File: src/fcss_pkg.sv
package fcss_pkg;

  // Register byte offsets
  localparam logic [11:0] FCSS_CTRL_OFS = 12'h000;
  localparam logic [11:0] FCSS_STATUS_OFS = 12'h004;
  localparam logic [11:0] FCSS_LENGTH_OFS = 12'h008;
  localparam logic [11:0] FCSS_COUNT_OFS = 12'h00C;

  // Control register fields
  localparam int FCSS_CTRL_SKIP_CLEAR_POS = 0;
  localparam int FCSS_CTRL_SU_MODE_POS = 1;
  localparam int FCSS_CTRL_DONE_PU_POS = 3;
  localparam int FCSS_CTRL_FF_DLY_POS = 4;
  localparam int FCSS_CTRL_IO_DLY_POS = 8;
  localparam int FCSS_CTRL_DONE_DLY_POS = 12;

  // Status register fields
  localparam int FCSS_STAT_STATE_POS = 0;
  localparam int FCSS_STAT_MODE_POS = 4;
  localparam int FCSS_STAT_LOADED_POS = 8;
  localparam int FCSS_STAT_FF_REL_POS = 9;
  localparam int FCSS_STAT_IO_ON_POS = 10;
  localparam int FCSS_STAT_MASTER_POS = 11;
  localparam int FCSS_STAT_WPTR_POS = 16;

  // Start-up modes: bit 0 synchronised, bit 1 user clock
  typedef enum logic [1:0] {
    load_clock_free,
    load_clock_synced,
    user_clock_free,
    user_clock_synced
  } fcss_su_mode_t;

  // Reset values
  localparam logic FCSS_SKIP_CLEAR_RST = 1'b0;
  localparam fcss_su_mode_t FCSS_SU_MODE_RST = load_clock_synced;
  localparam logic FCSS_DONE_PU_RST = 1'b1;
  localparam logic [2:0] FCSS_DLY_RST = 3'h0;
  localparam logic [2:0] FCSS_DLY_MAX = 3'h4;

  // Sampled mode bit that selects a master mode
  localparam int FCSS_MODE_MASTER_POS = 2;

  // Timing
  localparam int FCSS_CLK_NS = 50;
  localparam int FCSS_INIT_TIMEOUT_NS = 200;
  localparam int FCSS_INIT_TIMEOUT_CYC = (FCSS_INIT_TIMEOUT_NS + FCSS_CLK_NS - 1) / FCSS_CLK_NS;
  localparam logic [3:0] FCSS_PREP_HIGH_CYC = 4'h2;
  localparam logic [3:0] FCSS_MASTER_EXTRA_CYC = 4'h6;
  localparam logic [2:0] FCSS_LCLK_HALF_CYC = 3'h4;

  // Load stream layout
  localparam logic [5:0] FCSS_HDR_LEN_FIRST = 6'h08;
  localparam logic [5:0] FCSS_HDR_LAST = 6'h1F;
  localparam logic [7:0] FCSS_STOP_BYTE = 8'hFF;
  localparam int FCSS_MEM_WORDS = 16;

  typedef enum logic [2:0] {
    ST_INIT,
    ST_WAIT_PREP,
    ST_CONFIG,
    ST_STARTUP,
    ST_OPERATE
  } fcss_state_t;

endpackage : fcss_pkg

File: src/fcss_sync.sv
`timescale 1ns/1ns
module fcss_sync #(
  parameter int W = 1
) (
  input wire logic clk,
  input wire logic rst_n,
  input wire logic [W-1:0] d,
  output logic [W-1:0] q
);

  typedef struct packed {
    logic [W-1:0] s1;
    logic [W-1:0] s2;
  } fcss_sync_st_t;

  fcss_sync_st_t st_q;
  fcss_sync_st_t st_d;

  always_comb
  begin
    st_d.s1 = d;
    st_d.s2 = st_q.s1;
  end

  always_ff @(posedge clk or negedge rst_n)
  begin
    if (!rst_n)
    begin
      st_q <= '0;
    end
    else
    begin
      st_q <= st_d;
    end
  end

  assign q = st_q.s2;

endmodule : fcss_sync

File: src/fcss_sequencer.sv
// Local design decisions: the APB slave port and the register offsets.
`timescale 1ns/1ns
module fcss_sequencer
  import fcss_pkg::*;
(
  input wire logic pclk,
  input wire logic presetn,
  input wire logic psel,
  input wire logic penable,
  input wire logic pwrite,
  input wire logic [11:0] paddr,
  input wire logic [31:0] pwdata,
  output logic [31:0] prdata,
  output logic pready,
  output logic pslverr,
  input wire logic device_reset_n,
  input wire logic reload_request_n,
  input wire logic prep_complete_n_i,
  output logic prep_complete_n_o,
  output logic prep_complete_n_oe,
  input wire logic start_finished_i,
  output logic start_finished_o,
  output logic start_finished_oe,
  output logic start_finished_pullup_en,
  input wire logic [3:0] mode_select_pins,
  input wire logic load_clock_i,
  output logic load_clock_o,
  output logic load_clock_oe,
  input wire logic user_startup_clock,
  input wire logic config_data,
  output logic high_while_loading,
  output logic low_while_loading,
  output logic io_hiz_pullup,
  output logic cell_hold_setreset,
  output logic bidir_hiz,
  output logic user_io_active
);

  typedef struct packed {
    fcss_state_t st;
    logic [2:0] tmr;
    logic [3:0] hi_cnt;
    logic [3:0] mode;
    logic master;
    logic first_load_done;
    logic od_low;
    logic prep_oe;
    logic done_oe;
    logic hi_load;
    logic lo_load;
    logic io_hiz;
    logic cell_hold;
    logic bidir_hiz;
    logic io_on;
    logic [2:0] div;
    logic lclk_o;
    logic lclk_oe;
    logic lclk_prev;
    logic ustart_prev;
    logic [23:0] clk_cnt;
    logic [23:0] length;
    logic [5:0] hdr_bits;
    logic hdr_done;
    logic [7:0] shift;
    logic [2:0] bit_cnt;
    logic [3:0] wptr;
    logic ff_byte;
    logic end_seen;
    logic [FCSS_MEM_WORDS-1:0][7:0] mem;
    logic [2:0] s_edges;
    logic done_seen;
    logic [2:0] rel_edges;
    logic skip_clear;
    fcss_su_mode_t su_mode;
    logic done_pu;
    logic [2:0] ff_dly;
    logic [2:0] io_dly;
    logic [2:0] done_dly;
    logic pready;
    logic pslverr;
    logic [31:0] prdata;
  } fcss_core_t;

  ////////////////////////////////////////////////////////////////////////////
  // Helpers

  // Values forced whenever initialisation is (re)entered
  function automatic fcss_core_t fcss_enter_init(input fcss_core_t c);
    fcss_core_t r;
    r = c;
    r.st = ST_INIT;
    r.tmr = 3'h0;
    r.hi_cnt = 4'h0;
    r.prep_oe = 1'b1;
    r.done_oe = 1'b1;
    r.hi_load = 1'b1;
    r.lo_load = 1'b0;
    r.io_hiz = 1'b1;
    r.cell_hold = 1'b1;
    r.bidir_hiz = 1'b1;
    r.io_on = 1'b0;
    r.lclk_oe = 1'b0;
    r.lclk_o = 1'b0;
    r.div = 3'h0;
    return r;
  endfunction : fcss_enter_init

  // Edge count has reached one past a programmed delay
  function automatic logic fcss_reached(input logic [2:0] cnt, input logic [2:0] dly);
    return {1'b0, cnt} >= ({1'b0, dly} + 4'h1);
  endfunction : fcss_reached

  function automatic logic [2:0] fcss_clamp_dly(input logic [2:0] v);
    return (v > FCSS_DLY_MAX) ? FCSS_DLY_MAX : v;
  endfunction : fcss_clamp_dly

  function automatic logic [2:0] fcss_sat_inc(input logic [2:0] v);
    return (v == 3'h7) ? v : v + 3'h1;
  endfunction : fcss_sat_inc

  localparam fcss_core_t FCSS_CORE_RST = '{
    st: ST_INIT,
    prep_oe: 1'b1,
    done_oe: 1'b1,
    hi_load: 1'b1,
    io_hiz: 1'b1,
    cell_hold: 1'b1,
    bidir_hiz: 1'b1,
    skip_clear: FCSS_SKIP_CLEAR_RST,
    su_mode: FCSS_SU_MODE_RST,
    done_pu: FCSS_DONE_PU_RST,
    ff_dly: FCSS_DLY_RST,
    io_dly: FCSS_DLY_RST,
    done_dly: FCSS_DLY_RST,
    default: '0
  };

  ////////////////////////////////////////////////////////////////////////////
  // Input synchronisers

  logic [10:0] sync_q;
  logic rst_in;
  logic reload_in;
  logic prep_in;
  logic done_in;
  logic lclk_in;
  logic ustart_in;
  logic data_in;
  logic [3:0] mode_in;

  fcss_sync #(
    .W(11)
  ) u_sync (
    .clk(pclk),
    .rst_n(presetn),
    .d({device_reset_n, reload_request_n, prep_complete_n_i, start_finished_i,
        load_clock_i, user_startup_clock, config_data, mode_select_pins}),
    .q(sync_q)
  );

  assign {rst_in, reload_in, prep_in, done_in, lclk_in, ustart_in, data_in, mode_in} = sync_q;

  ////////////////////////////////////////////////////////////////////////////
  // Sequencer

  fcss_core_t c_q;
  fcss_core_t c_d;

  always_comb
  begin
    logic lclk_rise;
    logic su_edge;
    logic apb_setup;
    logic apb_write;
    logic [3:0] nh;
    logic [7:0] byte_v;
    c_d = c_q;
    lclk_rise = 1'b0;
    su_edge = 1'b0;
    nh = 4'h0;
    byte_v = 8'h00;
    apb_setup = psel && !penable;
    apb_write = psel && penable && c_q.pready && pwrite;

    // Load clock: own divider in master modes, sampled pin otherwise
    c_d.lclk_prev = lclk_in;
    c_d.ustart_prev = ustart_in;
    if (c_q.lclk_oe)
    begin
      if (c_q.div == FCSS_LCLK_HALF_CYC - 3'h1)
      begin
        c_d.div = 3'h0;
        c_d.lclk_o = !c_q.lclk_o;
        lclk_rise = !c_q.lclk_o;
      end
      else
      begin
        c_d.div = c_q.div + 3'h1;
      end
    end
    else
    begin
      lclk_rise = lclk_in && !c_q.lclk_prev;
    end
    su_edge = c_q.su_mode[1] ? (ustart_in && !c_q.ustart_prev) : lclk_rise;

    unique case (c_q.st)
      ST_INIT:
      begin
        if (c_q.tmr == 3'(FCSS_INIT_TIMEOUT_CYC - 1))
        begin
          if (!(c_q.skip_clear && c_q.first_load_done))
          begin
            c_d.mem = '0;
          end
          c_d.prep_oe = 1'b0;
          c_d.hi_cnt = 4'h0;
          c_d.st = ST_WAIT_PREP;
        end
        else
        begin
          c_d.tmr = c_q.tmr + 3'h1;
        end
      end
      ST_WAIT_PREP:
      begin
        if (!prep_in || !rst_in || !reload_in)
        begin
          c_d.hi_cnt = 4'h0;
        end
        else
        begin
          nh = c_q.hi_cnt + 4'h1;
          c_d.hi_cnt = nh;
          if (nh == FCSS_PREP_HIGH_CYC)
          begin
            c_d.mode = mode_in;
            c_d.master = mode_in[FCSS_MODE_MASTER_POS];
          end
          if ((nh == FCSS_PREP_HIGH_CYC && !mode_in[FCSS_MODE_MASTER_POS]) ||
              (nh == FCSS_PREP_HIGH_CYC + FCSS_MASTER_EXTRA_CYC && c_q.master))
          begin
            c_d.st = ST_CONFIG;
            c_d.lclk_oe = c_d.master;
            c_d.clk_cnt = 24'h000000;
            c_d.length = 24'h000000;
            c_d.hdr_bits = 6'h00;
            c_d.hdr_done = 1'b0;
            c_d.bit_cnt = 3'h0;
            c_d.wptr = 4'h0;
            c_d.ff_byte = 1'b0;
            c_d.end_seen = 1'b0;
          end
        end
      end
      ST_CONFIG:
      begin
        if (!rst_in || !reload_in)
        begin
          c_d = fcss_enter_init(c_d);
        end
        else
        begin
          if (lclk_rise)
          begin
            c_d.clk_cnt = c_q.clk_cnt + 24'h000001;
            if (!c_q.hdr_done)
            begin
              c_d.hdr_bits = c_q.hdr_bits + 6'h01;
              if (c_q.hdr_bits >= FCSS_HDR_LEN_FIRST)
              begin
                c_d.length = {c_q.length[22:0], data_in};
              end
              c_d.hdr_done = (c_q.hdr_bits == FCSS_HDR_LAST);
            end
            else
            begin
              byte_v = {c_q.shift[6:0], data_in};
              c_d.shift = byte_v;
              c_d.bit_cnt = c_q.bit_cnt + 3'h1;
              if (c_q.bit_cnt == 3'h7)
              begin
                c_d.mem[c_q.wptr] = byte_v;
                c_d.wptr = c_q.wptr + 4'h1;
                c_d.ff_byte = (byte_v == FCSS_STOP_BYTE);
                if (c_q.ff_byte && byte_v == FCSS_STOP_BYTE)
                begin
                  c_d.end_seen = 1'b1;
                end
              end
            end
          end
          if (c_q.hdr_done && c_q.end_seen && c_q.clk_cnt == c_q.length)
          begin
            c_d.st = ST_STARTUP;
            c_d.first_load_done = 1'b1;
            c_d.s_edges = 3'h0;
            c_d.rel_edges = 3'h0;
            c_d.done_seen = 1'b0;
            c_d.hi_load = 1'b0;
            c_d.lo_load = 1'b1;
          end
        end
      end
      ST_STARTUP:
      begin
        if (!reload_in)
        begin
          c_d = fcss_enter_init(c_d);
        end
        else
        begin
          if (su_edge)
          begin
            c_d.s_edges = fcss_sat_inc(c_q.s_edges);
            if (c_q.done_seen)
            begin
              c_d.rel_edges = fcss_sat_inc(c_q.rel_edges);
            end
          end
          if (fcss_reached(c_d.s_edges, c_q.done_dly))
          begin
            c_d.done_oe = 1'b0;
          end
          if (done_in && !c_q.done_oe)
          begin
            c_d.done_seen = 1'b1;
          end
          if (c_q.su_mode[0])
          begin
            if (c_q.done_seen && c_q.rel_edges >= c_q.ff_dly)
            begin
              c_d.cell_hold = 1'b0;
              c_d.bidir_hiz = 1'b0;
            end
            if (c_q.done_seen && c_q.rel_edges >= c_q.io_dly)
            begin
              c_d.io_on = 1'b1;
              c_d.io_hiz = 1'b0;
            end
          end
          else
          begin
            if (fcss_reached(c_d.s_edges, c_q.ff_dly))
            begin
              c_d.cell_hold = 1'b0;
              c_d.bidir_hiz = 1'b0;
            end
            if (fcss_reached(c_d.s_edges, c_q.io_dly))
            begin
              c_d.io_on = 1'b1;
              c_d.io_hiz = 1'b0;
            end
          end
          if (!c_q.done_oe && !c_q.cell_hold && c_q.io_on)
          begin
            c_d.st = ST_OPERATE;
            c_d.lclk_oe = 1'b0;
          end
        end
      end
      ST_OPERATE:
      begin
        if (!reload_in)
        begin
          c_d = fcss_enter_init(c_d);
        end
      end
    endcase

    // APB slave: answer registered in the setup cycle, one access cycle
    c_d.pready = apb_setup;
    c_d.pslverr = 1'b0;
    if (apb_setup)
    begin
      c_d.prdata = 32'h00000000;
      unique case (paddr)
        FCSS_CTRL_OFS:
        begin
          c_d.prdata[FCSS_CTRL_SKIP_CLEAR_POS] = c_q.skip_clear;
          c_d.prdata[FCSS_CTRL_SU_MODE_POS +: 2] = c_q.su_mode;
          c_d.prdata[FCSS_CTRL_DONE_PU_POS] = c_q.done_pu;
          c_d.prdata[FCSS_CTRL_FF_DLY_POS +: 3] = c_q.ff_dly;
          c_d.prdata[FCSS_CTRL_IO_DLY_POS +: 3] = c_q.io_dly;
          c_d.prdata[FCSS_CTRL_DONE_DLY_POS +: 3] = c_q.done_dly;
        end
        FCSS_STATUS_OFS:
        begin
          c_d.prdata[FCSS_STAT_STATE_POS +: 3] = c_q.st;
          c_d.prdata[FCSS_STAT_MODE_POS +: 4] = c_q.mode;
          c_d.prdata[FCSS_STAT_LOADED_POS] = c_q.first_load_done;
          c_d.prdata[FCSS_STAT_FF_REL_POS] = !c_q.cell_hold;
          c_d.prdata[FCSS_STAT_IO_ON_POS] = c_q.io_on;
          c_d.prdata[FCSS_STAT_MASTER_POS] = c_q.master;
          c_d.prdata[FCSS_STAT_WPTR_POS +: 4] = c_q.wptr;
        end
        FCSS_LENGTH_OFS:
        begin
          c_d.prdata[23:0] = c_q.length;
        end
        FCSS_COUNT_OFS:
        begin
          c_d.prdata[23:0] = c_q.clk_cnt;
        end
        default:
        begin
          c_d.pslverr = 1'b1;
        end
      endcase
    end
    if (apb_write && paddr == FCSS_CTRL_OFS)
    begin
      c_d.skip_clear = pwdata[FCSS_CTRL_SKIP_CLEAR_POS];
      c_d.su_mode = fcss_su_mode_t'(pwdata[FCSS_CTRL_SU_MODE_POS +: 2]);
      c_d.done_pu = pwdata[FCSS_CTRL_DONE_PU_POS];
      c_d.ff_dly = fcss_clamp_dly(pwdata[FCSS_CTRL_FF_DLY_POS +: 3]);
      c_d.io_dly = fcss_clamp_dly(pwdata[FCSS_CTRL_IO_DLY_POS +: 3]);
      c_d.done_dly = fcss_clamp_dly(pwdata[FCSS_CTRL_DONE_DLY_POS +: 3]);
    end
  end

  always_ff @(posedge pclk or negedge presetn)
  begin
    if (!presetn)
    begin
      c_q <= FCSS_CORE_RST;
    end
    else
    begin
      c_q <= c_d;
    end
  end

  ////////////////////////////////////////////////////////////////////////////
  // Outputs

  assign prdata = c_q.prdata;
  assign pready = c_q.pready;
  assign pslverr = c_q.pslverr;
  assign prep_complete_n_o = c_q.od_low;
  assign prep_complete_n_oe = c_q.prep_oe;
  assign start_finished_o = c_q.od_low;
  assign start_finished_oe = c_q.done_oe;
  assign start_finished_pullup_en = c_q.done_pu;
  assign load_clock_o = c_q.lclk_o;
  assign load_clock_oe = c_q.lclk_oe;
  assign high_while_loading = c_q.hi_load;
  assign low_while_loading = c_q.lo_load;
  assign io_hiz_pullup = c_q.io_hiz;
  assign cell_hold_setreset = c_q.cell_hold;
  assign bidir_hiz = c_q.bidir_hiz;
  assign user_io_active = c_q.io_on;

endmodule : fcss_sequencer

File: config.mk
export PLATFORM = sky130hd
export DESIGN_NAME = fcss_sequencer
export DESIGN_NICKNAME = d
export VERILOG_FILES = /design/src/fcss_pkg.sv /design/src/fcss_sync.sv /design/src/fcss_sequencer.sv
export SDC_FILE = /design/constraint.sdc
export NUM_CORES = 1
export LEC_CHECK = 0
export BUFFER_PORTS_ARGS = -buffer_cell sky130_fd_sc_hd__buf_4
export CAP_MARGIN = 10
export CORE_ASPECT_RATIO = 2
export CORE_MARGIN = 10
export CORE_UTILIZATION = 45
export CTS_CLUSTER_SIZE = 12
export DETAILED_ROUTE_END_ITERATION = 7
export PLACE_DENSITY = 0.69
export SYNTH_ARGS = -nofsm -noshare
export SYNTH_HDL_FRONTEND = slang
export SYNTH_SLANG_ARGS = --single-unit
File: constraint.sdc
create_clock -name pclk -period 4.2 [get_ports pclk]
set_input_delay 0.21 -clock pclk [delete_from_list [all_inputs] [get_ports pclk]]
set_output_delay 0.21 -clock pclk [all_outputs]
set_load 0.02 [all_outputs]
==> results.yml <==
global_route:
  grt_util_met2_pct: 31.8
  grt_overflow: 0
  grt_max_degree: 111
  grt_pass1_wl_um: 35700
  antenna_found_initial: 0
  use_met1_pct: 17.5
  grt_usage_pct: 17.1
  use_met3_pct: 3.65
  busiest_layer: "met2"
  first_global_vias: 6707
yosys:
  yosysWarningCount: 0
  synth_ff_type: "dfrtp_1"
  synth-compound-area-share_pct: 16.0
  synth_seq_cells: 169
  synth_cells: 884
  muxShareOfSynthArea_pct: 6.95
  yosysTopAreaCell: "dfrtp_1"
  synthSimpleGateAreaFrac_pct: 15.2
  synth_area_leaders: "dfrtp_1, o21ai_0, ha_1, nand2_1, buf_4"
  async_flop_share_pct: 100
  avgSynthCellArea_um2: 10.1
  synth_edf_count: 0
  synth_top_family_by_area: "compound AO/OA/AOI/OAI gates"
  syn_area_um2: 8920
  yosysUniqueCellTypes: 68
  yosysSeqAreaShare_pct: 47.5
  synth_top_area_share_pct: 45.5
  synth_fa_ha_area_share_pct: 4.77
  synthXorXnorAreaFrac_pct: 2.95
place:
  placed_cell_area_um2: 9470
  globalplace.congestion: 0.876
  hpwl_um: 15800
  place_ws_ns: 0.850
  port_buffers: 77
route:
  first_pass_iters: 5
  wl_per_cell_um: 18.2
  drc: 0
  vias_per_cell: 5.52
  routed_wl_um: 21900
  initialDrtViolationCount: 407
  postRouteAntennaNets: 0
  vias: 6660
clock_tree:
  clk_latency_ns: 0.45
  h-tree-depth: 4
  post_cts_resized: 0
  cts_buffers: 17
  cts_num_sinks: 169
  clock_path_buffers: 2
  root_buffer: "clkbuf_16"
  clkTransAtPathRegs_ns: 0.06
  cts_tree: "done"
finish:
  multiInputGateArea_um2: 4140
  final_nets: 1029
  design_area_um2: 10300
  syn_to_final_growth_pct: 15.4
  final_common_cell: "dfrtp_1"
  fillerInstances: 1770
  n_antenna_cell: 0
  layout-drive-gt1-share_pct: 19.2
  regArea_um2: 4240
  final_cell_mix: "dfrtp_1, nand2_1, o21ai_0, buf_4, nor2_1"
worst_setup_path:
  timing.critical_path.mode_cell: "ha_1"
  critPathKind: "register to register"
  crit_slowest_cell: "dfrtp_1"
  cp_cell_sequence: "ha_1, nor2b_1, ha_1, a21oi_1, o21ai_0, nand2_1, xor2_1, ha_1, nand2b_1, a21oi_1, nor2b_1, o21ai_0, a31oi_1, o21a_1"
  cp.required_ns: 4.54
  crit_path_start_kind: "register"
  critPathMaxFanout: 4
  max_stage_delay_ns: 0.39
  cp.buffers_inverters: 0
  path_delay_family: "compound AO/OA/AOI/OAI gates"
  end_kind: "register"
  arrival_ns: 3.69
die:
  die_h_um: 219
  pin_count: 107
  row_count: 72
  start_util_pct: 45.8
  coreArea_um2: 19500
  dieArea_um2: 26200
  die_x_um: 120
power_and_ir_drop:
  vdd_ir_drop_max_mv: 0.295
  p_per_area_nw_per_um2: 461
  power_leakage_nw: 4.65
sta:
  clock.fmax_ghz: 0.299
  setup_tns_ns: 0
  fin_skew_ns: 0.00766
  fin_crit_sh_pct: 79.6
  worst_pin_slew_ns: 1.03
  slew_viol_final: 0
  setup_viol: 0
  hold_viol_final: 0
  fin_crit_ns: 3.34
  rsz0062_at_grt: "false"
  final.setup.worst_slack_ns: 0.855
  relSlewSlack_pct: 31.4
run:
  maxCapViolCount: 0
min_path:
  min_path_type: "input pin to register"
status:
  status: "finished clean"
worst register-to-register path, stage by stage, from the launching register on:
cell	delay, ns
dfrtp_1	0.39
ha_1	0.21
nor2b_1	0.14
ha_1	0.17
a21oi_1	0.33
o21ai_0	0.27
nand2_1	0.17
xor2_1	0.34
ha_1	0.30
nand2b_1	0.14
a21oi_1	0.14
nor2b_1	0.05
o21ai_0	0.24
a31oi_1	0.16
o21a_1	0.19
cell families (layout without fill, tap and decap cells):
kind of cell | count (synthesis) | after routing
AO/OA/AOI/OAI | 215 | 215
adder cells (fa/ha/maj) | 34 | 34
XOR/XNOR | 30 | 30
buffers and inverters | 111 | 166
AND/OR/NAND/NOR | 276 | 276
other | 1 | 10
multiplexers | 48 | 48
flip-flops | 169 | 169
final cells by class:
type	count	area share (%)
repair buffers	105	8.28
clock inverters	9	1.34
flip-flops and latches	169	41.2
well taps	259	3.15
inverters	29	1.06
multi-input cells	613	40.2
clock buffers	23	4.84
metrics by stage:
stage / total power [W] / hold slack [ns] / cells / utilization (%)
floorplan: 0.00270 / -0.0856 / 893 / -
finish: 0.00474 / 0.0133 / 1207 / 52.9
global route: 0.00497 / 0.00396 / 1207 / 52.9
CTS: 0.00479 / 0.00338 / 1207 / 52.9
detailed placement: 0.00309 / 0.320 / 1156 / 48.7
global placement: 0.00306 / 0.320 / 1156 / 48.7
synthesized netlist by cell type (4+ instances only):
library cell	count
dfrtp_1	162
nand2_1	108
o21ai_0	103
nor2_1	51
buf_4	36
ha_1	34
inv_1	29
clkbuf_1	28
a21oi_1	26
nand3_1	21
mux2_2	19
mux2i_1	18
nand4_1	16
xnor2_1	16
buf_2	15
nand2b_1	14
o31ai_1	14
o31ai_2	14
xor2_1	14
nand3b_1	12
a31oi_1	11
nor2b_1	11
mux4_2	9
a22o_1	7
and3_1	7
dfstp_2	7
nor3_1	6
a21o_1	5
o211ai_1	5
o21ai_1	4
or2_2	4
or3_1	4
power breakdown:
part / switching (W) / total [W] / leakage (nW) / internal [W]
clock network: 0.000664 / 0.00168 / 0.310 / 0.00102
logic: 0.000744 / 0.00115 / 2.12 / 0.000409
registers: 0.000153 / 0.00191 / 2.22 / 0.00176
flip-flops by register name (all words and copies together) (netlist names):
name,cells
cell_hold_setreset,1
start_finished_oe,1
pready,1
start_finished_pullup_en,1
c_q,111
pslverr,1
load_clock_oe,1
high_while_loading,1
prdata,24
prep_complete_n_oe,1
load_clock_o,1
user_io_active,1
io_hiz_pullup,1
u_sync.st_d,11
low_while_loading,1
u_sync.q,11
routing by layer:
layer / part of all wire (%) / vias to the layer above
li1: - / 3168
met4: 3.1 / 0
met5: 0 / -
met2: 56 / 165
met1: 37 / 3294
met3: 4.1 / 33
worst paths after layout:
check / from / end / slack (ns) / cells past startpoint
min in group asynchronous: presetn / u_sync.st_d[10] / 0.42 / 2
hold / removal: pwdata[13] / c_q[35] / 0.01 / 3
setup reg to reg: c_q[258] / user_io_active / 0.86 / 14
hold reg to reg: u_sync.st_d[5] / u_sync.q[5] / 0.35 / 0
max in group asynchronous: presetn / c_q[247] / 2.81 / 3
setup / recovery: c_q[258] / user_io_active / 0.86 / 14
what timing repair did:
item	4_1_cts	5_1_grt
hold buffers	19	0
hold endpoints to repair	120	0
buffers inserted	0	0
Note: power is estimated with default switching activity, not from simulation.
